===== src/rtl/apuhb_defs.svh =====
// Constants for the arithmetic unit host bus interface
`ifndef APUHB_DEFS_SVH
`define APUHB_DEFS_SVH
`define APUHB_SYNC_DEPTH 3
`define APUHB_FIFO_DEPTH 8
`define APUHB_FIFO_AW 3
`define APUHB_DATA_W 8
`define APUHB_CMD_SR_BIT 7
`define APUHB_CMD_FMT_LO 5
`define APUHB_CMD_FMT_HI 6
`define APUHB_CMD_OP_HI 4
`define APUHB_STACK_BYTES 32
`define APUHB_SP_W 5
`define APUHB_STATUS_RST 8'h00
`define APUHB_CMD_RST 8'h00
`define APUHB_HOLD_WR_CYC 2'h1
`endif


===== src/rtl/apuhb_pkg.sv =====
// Types shared by the host bus interface files
`default_nettype none
package apuhb_pkg;
    typedef enum logic [2:0] {
        ST_IDLE = 3'b000,
        ST_WR_HOLD = 3'b001,
        ST_WR_WAIT = 3'b010,
        ST_RD_FETCH = 3'b011,
        ST_RD_DRIVE = 3'b100
    } apuhb_state_t;
    typedef enum logic [1:0] {
        XF_PUSH = 2'b00,
        XF_POP = 2'b01,
        XF_CMD = 2'b10,
        XF_STAT = 2'b11
    } apuhb_xfer_t;
endpackage
`default_nettype wire


===== src/rtl/apuhb_top.sv =====
// Host bus interface of the stack arithmetic unit
//
// Overview of operation
// - Reset aborts command, clears status, resets pointer
// - After reset done high, attention low
// - Select and strobes decode push, pop, command, status
// - Done low at completion, cleared by ack/access
// - Done flop set at completion even during ack; ack then clears it
// - Status readable while busy; avoid continuous polling
// - Attention rises only when service bit set
// - Attention drops on ack, reset, or plain completion
// - Eight-bit active-high bus, bit 0 least significant
// - Pops return most significant byte first
// - Byte count per format: two or four
// - Strobes ignored unless unit select low
// - Write starts at strobe fall, hold brief unless command while busy or push into full buffer
// - Read holds until data valid, then drives
// - Read strobe fall clears done
// - Strobes may be asynchronous to clock
// - Done signalled after every completed command
// - Command: op bits 0-4, format 5-6, service bit 7
// - Write strobe rise clears done
`default_nettype none
`include "apuhb_defs.svh"
module apuhb_top (
    input wire logic i_clk_sys,
    input wire logic i_nrst,
    input wire logic i_reset,
    input wire logic i_unit_select_n,
    input wire logic i_cmd_data_sel,
    input wire logic i_read_strobe_n,
    input wire logic i_store_strobe_n,
    input wire logic [7:0] i_host_bus,
    output logic [7:0] o_host_bus,
    output logic o_host_bus_oe,
    output logic o_xfer_hold_n,
    output logic o_exec_done_n_oe,
    output logic o_host_attention,
    input wire logic i_done_ack_n,
    input wire logic i_attention_ack_n,
    output logic o_cmd_valid,
    input wire logic i_cmd_ready,
    output logic [4:0] o_cmd_op,
    output logic [1:0] o_cmd_fmt,
    input wire logic i_cmd_complete,
    input wire logic [7:0] i_status,
    output logic o_push_valid,
    input wire logic i_push_ready,
    output logic [7:0] o_push_data,
    output logic o_pop_req,
    output logic [`APUHB_SP_W-1:0] o_pop_index,
    input wire logic [7:0] i_pop_data,
    output logic [`APUHB_SP_W-1:0] o_stack_ptr,
    output logic o_busy
);
    ////////////////////////////////////////////////////////////////////////
    // Input synchronisation

    logic [5:0] pin_sync;
    logic sel_n_s;
    logic cd_s;
    logic rd_n_s;
    logic wr_n_s;
    logic rst_s;
    logic dack_n_s;
    logic aack_n_s;
    logic rd_n_d_ff;
    logic wr_n_d_ff;

    // Strobes, select and acks pass four flops
    apuhb_sync #(.W(6), .RST_VAL(6'h3f)) u_sync (
        .i_clk_sys(i_clk_sys),
        .i_nrst(i_nrst),
        .i_async({i_unit_select_n, i_cmd_data_sel, i_read_strobe_n, i_store_strobe_n,
                  i_done_ack_n, i_attention_ack_n}),
        .o_sync(pin_sync)
    );
    assign sel_n_s = pin_sync[5];
    assign cd_s = pin_sync[4];
    assign rd_n_s = pin_sync[3];
    assign wr_n_s = pin_sync[2];
    assign dack_n_s = pin_sync[1];
    assign aack_n_s = pin_sync[0];

    apuhb_sync #(.W(1), .RST_VAL(1'b1)) u_rsync (
        .i_clk_sys(i_clk_sys),
        .i_nrst(i_nrst),
        .i_async(i_reset),
        .o_sync(rst_s)
    );

    // Previous strobe levels for edge detection
    always_ff @(posedge i_clk_sys or negedge i_nrst) begin
        if (!i_nrst) begin
            rd_n_d_ff <= 1'b1;
            wr_n_d_ff <= 1'b1;
        end else begin
            rd_n_d_ff <= rd_n_s;
            wr_n_d_ff <= wr_n_s;
        end
    end

    ////////////////////////////////////////////////////////////////////////
    // Access decode

    logic rd_fall;
    logic wr_fall;
    logic wr_rise;
    apuhb_pkg::apuhb_xfer_t xfer;

    // Strobes count only with select low and never both
    assign rd_fall = rd_n_d_ff && !rd_n_s && !sel_n_s && wr_n_s;
    assign wr_fall = wr_n_d_ff && !wr_n_s && !sel_n_s && rd_n_s;
    assign wr_rise = !wr_n_d_ff && wr_n_s && !sel_n_s;

    // Transfer type from select line and strobe
    function automatic apuhb_pkg::apuhb_xfer_t decode_xfer(input logic cd, input logic is_rd);
        decode_xfer = cd ? (is_rd ? apuhb_pkg::XF_STAT : apuhb_pkg::XF_CMD)
                         : (is_rd ? apuhb_pkg::XF_POP : apuhb_pkg::XF_PUSH);
    endfunction

    assign xfer = decode_xfer(cd_s, !rd_n_s);

    ////////////////////////////////////////////////////////////////////////
    // Bus handshake state machine

    apuhb_pkg::apuhb_state_t state_ff;
    apuhb_pkg::apuhb_state_t nxt_state;
    logic [7:0] wr_data_ff;
    logic [7:0] rd_data_ff;
    logic [7:0] cmd_ff;
    logic [`APUHB_SP_W-1:0] sp_ff;
    logic busy_ff;
    logic cmd_load;
    logic push_take;
    logic push_in_ready;
    logic fifo_valid;
    logic [7:0] fifo_data;

    // Sequencing of write and read holds
    always_comb begin
        nxt_state = state_ff;
        case (state_ff)
            apuhb_pkg::ST_IDLE: begin
                if (wr_fall) begin
                    nxt_state = apuhb_pkg::ST_WR_HOLD;
                end else if (rd_fall) begin
                    nxt_state = apuhb_pkg::ST_RD_FETCH;
                end
            end
            apuhb_pkg::ST_WR_HOLD: begin
                if (xfer == apuhb_pkg::XF_CMD ? !busy_ff : push_in_ready) begin
                    nxt_state = apuhb_pkg::ST_WR_WAIT;
                end
            end
            apuhb_pkg::ST_WR_WAIT: begin
                if (wr_n_s) begin
                    nxt_state = apuhb_pkg::ST_IDLE;
                end
            end
            apuhb_pkg::ST_RD_FETCH: begin
                nxt_state = apuhb_pkg::ST_RD_DRIVE;
            end
            apuhb_pkg::ST_RD_DRIVE: begin
                if (rd_n_s) begin
                    nxt_state = apuhb_pkg::ST_IDLE;
                end
            end
            default: begin
                nxt_state = apuhb_pkg::ST_IDLE;
            end
        endcase
    end

    // State register; external reset aborts transfer
    always_ff @(posedge i_clk_sys or negedge i_nrst) begin
        if (!i_nrst) begin
            state_ff <= apuhb_pkg::ST_IDLE;
        end else if (rst_s) begin
            state_ff <= apuhb_pkg::ST_IDLE;
        end else begin
            state_ff <= nxt_state;
        end
    end

    // Hold low from strobe fall until the transfer is done
    assign o_xfer_hold_n = !(state_ff == apuhb_pkg::ST_WR_HOLD
                             || state_ff == apuhb_pkg::ST_RD_FETCH
                             || (state_ff == apuhb_pkg::ST_IDLE && (wr_fall || rd_fall)));

    // Latch write data at strobe fall; bus bit 0 is LSB
    always_ff @(posedge i_clk_sys or negedge i_nrst) begin
        if (!i_nrst) begin
            wr_data_ff <= 8'h00;
        end else if (wr_fall && state_ff == apuhb_pkg::ST_IDLE) begin
            wr_data_ff <= i_host_bus;
        end
    end

    assign cmd_load = state_ff == apuhb_pkg::ST_WR_HOLD && xfer == apuhb_pkg::XF_CMD
                      && !busy_ff;
    assign push_take = state_ff == apuhb_pkg::ST_WR_HOLD && xfer == apuhb_pkg::XF_PUSH
                       && push_in_ready;

    // Command register survives external reset
    always_ff @(posedge i_clk_sys or negedge i_nrst) begin
        if (!i_nrst) begin
            cmd_ff <= `APUHB_CMD_RST;
        end else if (cmd_load) begin
            cmd_ff <= wr_data_ff;
        end
    end

    // Busy from command entry to completion; reset aborts
    always_ff @(posedge i_clk_sys or negedge i_nrst) begin
        if (!i_nrst) begin
            busy_ff <= 1'b0;
        end else if (rst_s) begin
            busy_ff <= 1'b0;
        end else if (cmd_load) begin
            busy_ff <= 1'b1;
        end else if (i_cmd_complete) begin
            busy_ff <= 1'b0;
        end
    end

    // Byte pointer: push up, pop down; reset reinitialises
    always_ff @(posedge i_clk_sys or negedge i_nrst) begin
        if (!i_nrst) begin
            sp_ff <= '0;
        end else if (rst_s) begin
            sp_ff <= '0;
        end else if (push_take) begin
            sp_ff <= `APUHB_SP_W'(sp_ff + 1'b1);
        end else if (state_ff == apuhb_pkg::ST_RD_FETCH && xfer == apuhb_pkg::XF_POP) begin
            sp_ff <= `APUHB_SP_W'(sp_ff - 1'b1);
        end
    end

    // Read data: pops return last pushed, MSB first
    always_ff @(posedge i_clk_sys or negedge i_nrst) begin
        if (!i_nrst) begin
            rd_data_ff <= 8'h00;
        end else if (rst_s) begin
            rd_data_ff <= `APUHB_STATUS_RST;
        end else if (state_ff == apuhb_pkg::ST_RD_FETCH) begin
            rd_data_ff <= (xfer == apuhb_pkg::XF_STAT) ? {busy_ff, i_status[6:0]} : i_pop_data;
        end
    end

    // Drive bus while read strobe stays low
    assign o_host_bus = rd_data_ff;
    assign o_host_bus_oe = state_ff == apuhb_pkg::ST_RD_DRIVE && !rd_n_s;

    assign o_pop_req = state_ff == apuhb_pkg::ST_RD_FETCH && xfer == apuhb_pkg::XF_POP;
    assign o_pop_index = `APUHB_SP_W'(sp_ff - 1'b1);
    assign o_stack_ptr = sp_ff;
    assign o_busy = busy_ff;

    // Command fields toward the engine
    assign o_cmd_valid = busy_ff;
    assign o_cmd_op = cmd_ff[`APUHB_CMD_OP_HI:0];
    assign o_cmd_fmt = cmd_ff[`APUHB_CMD_FMT_HI:`APUHB_CMD_FMT_LO];

    ////////////////////////////////////////////////////////////////////////
    // Push data buffer

    // Pushed bytes queue toward the stack; full stalls the hold
    apuhb_fifo #(.WIDTH(8), .DEPTH(`APUHB_FIFO_DEPTH), .AW(`APUHB_FIFO_AW)) u_fifo (
        .i_clk_sys(i_clk_sys),
        .i_nrst(i_nrst),
        .i_flush(rst_s),
        .i_in_valid(push_take),
        .o_in_ready(push_in_ready),
        .i_in_data(wr_data_ff),
        .o_out_valid(fifo_valid),
        .i_out_ready(i_push_ready),
        .o_out_data(fifo_data)
    );
    assign o_push_valid = fifo_valid;
    assign o_push_data = fifo_data;

    ////////////////////////////////////////////////////////////////////////
    // Completion flags

    logic done_ff;
    logic attn_ff;
    logic done_clr;

    // Access clears done: read at fall, write at rise
    assign done_clr = !dack_n_s || rd_fall || wr_rise;

    // Done flop: completion sets and wins over clear
    always_ff @(posedge i_clk_sys or negedge i_nrst) begin
        if (!i_nrst) begin
            done_ff <= 1'b0;
        end else if (rst_s) begin
            done_ff <= 1'b0;
        end else if (i_cmd_complete && busy_ff) begin
            done_ff <= 1'b1;
        end else if (done_clr) begin
            done_ff <= 1'b0;
        end
    end

    // Open drain: pull low while done set; released in reset
    assign o_exec_done_n_oe = done_ff;

    // Attention follows service bit at completion
    always_ff @(posedge i_clk_sys or negedge i_nrst) begin
        if (!i_nrst) begin
            attn_ff <= 1'b0;
        end else if (rst_s) begin
            attn_ff <= 1'b0;
        end else if (i_cmd_complete && busy_ff) begin
            attn_ff <= cmd_ff[`APUHB_CMD_SR_BIT];
        end else if (!aack_n_s) begin
            attn_ff <= 1'b0;
        end
    end

    assign o_host_attention = attn_ff;
endmodule
`default_nettype wire


===== src/rtl/apuhb_sync.sv =====
// Three-stage synchroniser for asynchronous pin inputs
`default_nettype none
`include "apuhb_defs.svh"
module apuhb_sync #(
    parameter int W = 4,
    parameter logic [W-1:0] RST_VAL = '1
) (
    input wire logic i_clk_sys,
    input wire logic i_nrst,
    input wire logic [W-1:0] i_async,
    output logic [W-1:0] o_sync
);
    logic [W-1:0] s1_ff;
    logic [W-1:0] s2_ff;
    logic [W-1:0] s3_ff;
    logic [W-1:0] held_ff;

    // Shift chain; first stage feeds only the second
    always_ff @(posedge i_clk_sys or negedge i_nrst) begin
        if (!i_nrst) begin
            s1_ff <= RST_VAL;
            s2_ff <= RST_VAL;
            s3_ff <= RST_VAL;
        end else begin
            s1_ff <= i_async;
            s2_ff <= s1_ff;
            s3_ff <= s2_ff;
        end
    end

    // Accept a bit once stages two and three agree
    always_ff @(posedge i_clk_sys or negedge i_nrst) begin
        if (!i_nrst) begin
            held_ff <= RST_VAL;
        end else begin
            for (int k = 0; k < W; k++) begin
                if (s2_ff[k] == s3_ff[k]) begin
                    held_ff[k] <= s3_ff[k];
                end
            end
        end
    end

    assign o_sync = held_ff;
endmodule
`default_nettype wire


===== src/rtl/apuhb_fifo.sv =====
// Small valid/ready FIFO of flip-flops
`default_nettype none
`include "apuhb_defs.svh"
module apuhb_fifo #(
    parameter int WIDTH = `APUHB_DATA_W,
    parameter int DEPTH = `APUHB_FIFO_DEPTH,
    parameter int AW = `APUHB_FIFO_AW
) (
    input wire logic i_clk_sys,
    input wire logic i_nrst,
    input wire logic i_flush,
    input wire logic i_in_valid,
    output logic o_in_ready,
    input wire logic [WIDTH-1:0] i_in_data,
    output logic o_out_valid,
    input wire logic i_out_ready,
    output logic [WIDTH-1:0] o_out_data
);
    logic [WIDTH-1:0] mem_ff [DEPTH];
    logic [AW-1:0] wr_ptr_ff;
    logic [AW-1:0] rd_ptr_ff;
    logic [AW:0] count_ff;
    logic do_wr;
    logic do_rd;

    // Handshake terms
    assign o_in_ready = (count_ff != AW'(0) + (AW+1)'(DEPTH)) ? 1'b1 : 1'b0;
    assign o_out_valid = (count_ff != '0);
    assign do_wr = i_in_valid && o_in_ready;
    assign do_rd = o_out_valid && i_out_ready;
    assign o_out_data = mem_ff[rd_ptr_ff];

    // Storage
    always_ff @(posedge i_clk_sys) begin
        if (do_wr) begin
            mem_ff[wr_ptr_ff] <= i_in_data;
        end
    end

    // Pointers and fill count
    always_ff @(posedge i_clk_sys or negedge i_nrst) begin
        if (!i_nrst) begin
            wr_ptr_ff <= '0;
            rd_ptr_ff <= '0;
            count_ff <= '0;
        end else if (i_flush) begin
            wr_ptr_ff <= '0;
            rd_ptr_ff <= '0;
            count_ff <= '0;
        end else begin
            if (do_wr) begin
                wr_ptr_ff <= AW'(wr_ptr_ff + 1'b1);
            end
            if (do_rd) begin
                rd_ptr_ff <= AW'(rd_ptr_ff + 1'b1);
            end
            if (do_wr && !do_rd) begin
                count_ff <= (AW+1)'(count_ff + 1'b1);
            end else if (!do_wr && do_rd) begin
                count_ff <= (AW+1)'(count_ff - 1'b1);
            end
        end
    end
endmodule
`default_nettype wire


===== config.mk =====
export PLATFORM = sky130hd
export DESIGN_NAME = apuhb_top
export DESIGN_NICKNAME = d
export VERILOG_FILES = /design/src/rtl/apuhb_pkg.sv /design/src/rtl/apuhb_top.sv /design/src/rtl/apuhb_sync.sv /design/src/rtl/apuhb_fifo.sv
export VERILOG_INCLUDE_DIRS = /design/src /design/src/rtl
export SDC_FILE = /design/constraint.sdc
export NUM_CORES = 1
export LEC_CHECK = 0
export ABC_AREA = 1
export ABC_CLOCK_PERIOD_IN_PS = 6650
export BUFFER_PORTS_ARGS = -buffer_cell sky130_fd_sc_hd__buf_2
export CELL_PAD_IN_SITES_DETAIL_PLACEMENT = 0
export CELL_PAD_IN_SITES_GLOBAL_PLACEMENT = 1
export CORE_MARGIN = 2
export CORE_UTILIZATION = 49
export CTS_CLUSTER_DIAMETER = 40
export DETAILED_ROUTE_END_ITERATION = 6
export PLACE_DENSITY_LB_ADDON = 0.1
export SETUP_SLACK_MARGIN = 0.5
export SKIP_CTS_REPAIR_TIMING = 1
export SLEW_MARGIN = 20
export SYNTH_ARGS = -nofsm -noshare
export SYNTH_HDL_FRONTEND = slang
export SYNTH_HIERARCHICAL = 1
export SYNTH_SLANG_ARGS = --single-unit

===== constraint.sdc =====
create_clock -name i_clk_sys -period 6.65 [get_ports i_clk_sys]
set_input_delay 0.665 -clock i_clk_sys [delete_from_list [all_inputs] [get_ports i_clk_sys]]
set_output_delay 0.665 -clock i_clk_sys [all_outputs]
set_load 0.05 [all_outputs]

==> flow_summary.ini <==
[placed_design]
port_buffers = 74
postPlaceCellArea_mm2 = 0.00639
gp_congestion = 0.763
dpl.cell_count = 769
dpl.hpwl_mm = 7.81

[grt]
overflow = 0
grtUsageTotal_pct = 20.3
grt_pass1_vias = 4071
antenna_found_initial = 0
grt_max_degree = 76
grt_pass1_wl_mm = 20.0

[timing]
hold_viol_final = 0
drv_slew = 0
period_share_pct = 58.3
fin_skew_ps = 9.92
setup_viol = 0
worstMarginPinSlew_ps = 1090
fmax_mhz = 258
fin_crit_ps = 3880
fin_setup_tns_ps = 0
rsz0062_at_grt = false
max_slew_margin_pct = 27.3

[worst_setup_path]
crit_arrival_ps = 3210
worstSetupStartpointType = flip-flop
crit_path_max_incr_delay_ps = 1060
cp.required_ps = 5980
critical_path.endpoint_type = output pin
path_max_fanout = 34
worstSetupPathType = flip-flop to output pin
crit_slowest_cell = dfrtp_1
crit_chain = inv_1, o21ai_0, o22ai_1, nor2_1, a31oi_1, buf_2

[logic_synthesis]
ys_ff_latch = 139
yosysMostFrequentCell = nor2_1
ys.flop_type = edfxtp_1
yosysTopAreaCell = edfxtp_1
syn_area_mm2 = 0.00599
seq_area_frac_synth_pct = 64.0
synth_top_family_by_area = simple AND/OR/NAND/NOR gates
synthMuxAreaShare_pct = 0
synthCells = 573
synth-compound-area-share_pct = 10.2
synth-edff-count = 64
synth_fa_ha_area_share_pct = 1.59
synthSimpleGateAreaFrac_pct = 17.0
ys_types = 38
synth_xor_area_share_pct = 0.877
synth_top_area_share_pct = 32.1
synth_area_per_cell_um2 = 10.5
ys_top_cells_by_area = edfxtp_1 (32%), dfrtp_1 (19%), dfstp_2 (13%), nor2_1 (5.9%), nand2_1 (5.3%)
yosysWarnings = 6
syn-num-nets = 616
synthTopCellsByCount = nor2_1 (95), nand2_1 (84), edfxtp_1 (64), inv_1 (53), dfrtp_1 (45)
ys_async_sr_fraction_pct = 54.0

[routing]
first_iter_violations = 261
vias = 4140
drt-total-wl_mm = 12.2
routedWlPerCell_um = 15.2
drt_pass1_iterations = 5
post-route-drc-count = 0
ant_nets = 0
vias_per_cell = 5.17

[final_layout]
fin_cells = 801
fin_area_mm2 = 0.00699
diodes = 0
areaGrowthSynthToFinish_pct = 16.7
layout-drive-gt1-share_pct = 25.1
fin_nets = 684
final_core_util_pct = 58.5

[floorplanning]
fp.dieH_um = 115
dieArea_mm2 = 0.0131
rows = 40
ios = 77
initial_utilization_pct = 50.1
die_x_um = 115
core_mm2 = 0.0120

[power_and_ir_drop]
power_w = 0.00282
swShare_pct = 35.2
combPwrFrac_pct = 24.9
seqPwrFrac_pct = 41.7
peakVddDrop_mv = 0.189
p_sw_w = 0.000993
powerDensity_mw_per_mm2 = 403
leakage_nw = 3.09
clockPowerShare_pct = 33.4
p_int_w = 0.00183

[cts]
htreeDepth = 4
insertion_delay_ps = 420
cts_buffers = 17
cts_tree = yes
cts-root-buf = clkbuf_16
clock-sinks = 139
clockBufferDepth = 2
clk_pin_slew_ps = 60

[run_status]
status = finished, final reports clean

[hold_path]
hold_class = primary input to async pin

[run]
max_cap_viol_count = 0
## registers in the layout, summed over array words and instances, names as in the netlist, 5 cells and up
name           count
u_fifo/mem_ff     64
cmd_ff             8
o_host_bus         8
wr_data_ff         8
u_sync/o_sync      6
u_sync/s1_ff       6
u_sync/s2_ff       6
u_sync/s3_ff       6
o_stack_ptr        5
## cell families after synthesis
group | count (synthesis)
compound gates | 105
xor+xnor | 6
fa+ha+maj | 7
buf+inv | 83
flops | 139
simple gates | 233
## cell type report
cell class / instances / area [um^2]
well taps: 147 / 184
inverters: 58 / 218
clock inverters: 7 / 75.1
flip-flops and latches: 139 / 3840
repair buffers: 74 / 373
clock buffers: 25 / 532
fillers: 1027 / 4970
multi-input cells: 351 / 1780
## worst paths after layout
check                                           startpoint                              end  slack, ps  depth (start not counted)
min reg2reg                      u_sync/s1_ff[2]$_DFF_PN1_        u_sync/s2_ff[2]$_DFF_PN1_        350                          0
max in group asynchronous                           i_nrst  u_fifo/wr_ptr_ff[1]$_DFFE_PN0P_       5650                          1
max                        u_fifo/rd_ptr_ff[0]$_DFFE_PN0P_                   o_push_data[1]       2770                          6
min in group i_clk_sys                      i_cmd_data_sel        u_sync/s1_ff[4]$_DFF_PN1_        350                          1
min                                                 i_nrst        wr_data_ff[4]$_DFFE_PN0P_        350                          1
max reg2reg                 u_fifo/count_ff[3]$_DFFE_PN0P_    u_fifo/mem_ff[4][2]$_DFFE_PP_       3520                          9
## stage by stage
step                hold slack [ps]  worst slack [ps]
CTS                             326              2680
finish                          347              2770
global route                    325              2450
detailed placement              347              3140
global placement                347              3230
floorplan                       345              3760
## routing by layer
metal / up-vias / global-route usage [%] / part of all wire (%)
li1: 2050 / - / -
met1: 1976 / 24.9 / 43
met2: 106 / 34.0 / 52
met3: 8 / 5.24 / 4.2
met4: 0 / 8.62 / 1.2
met5: - / 0 / 0
## worst max-delay path, delay by kind of cell, from the launching register on
family	cells	cell delay (ps)
compound gates	3	570
buf+inv	2	1020
flops	1	1060
simple gates	1	150
## cell usage in the layout (no fill, tap or decap), types with 2 or more instances in the layout
cell,n
edfxtp_1,64
a21oi_2,3
nand3_1,26
a31oi_1,8
dfstp_2,30
dfrtp_1,45
a21oi_1,26
a211oi_1,2
o211ai_1,7
nand2_2,3
inv_1,53
buf_2,73
xor2_1,4
nand2_1,84
clkinv_4,2
o21ai_0,40
clkinv_1,2
ha_1,6
inv_2,3
clkbuf_16,19
o21ai_2,8
o22ai_1,8
o21ai_1,2
nor2_4,2
nand4_1,8
nor3_1,3
nand3_2,2
clkbuf_1,2
clkbuf_8,3
nor2_2,4
nand2_4,3
xnor2_1,2
nor2_1,95
## power groups by stage
stage	logic [W]	clock network, W	registers, W
after floorplan	0.000588	0	0.00114
after global placement	0.000693	0	0.00119
after detailed placement	0.000707	0	0.00120
after CTS	0.000710	0.000967	0.00118
after global routing	0.000780	0.00100	0.00119
final	0.000702	0.000943	0.00118
(Power assumes the default switching activity.)
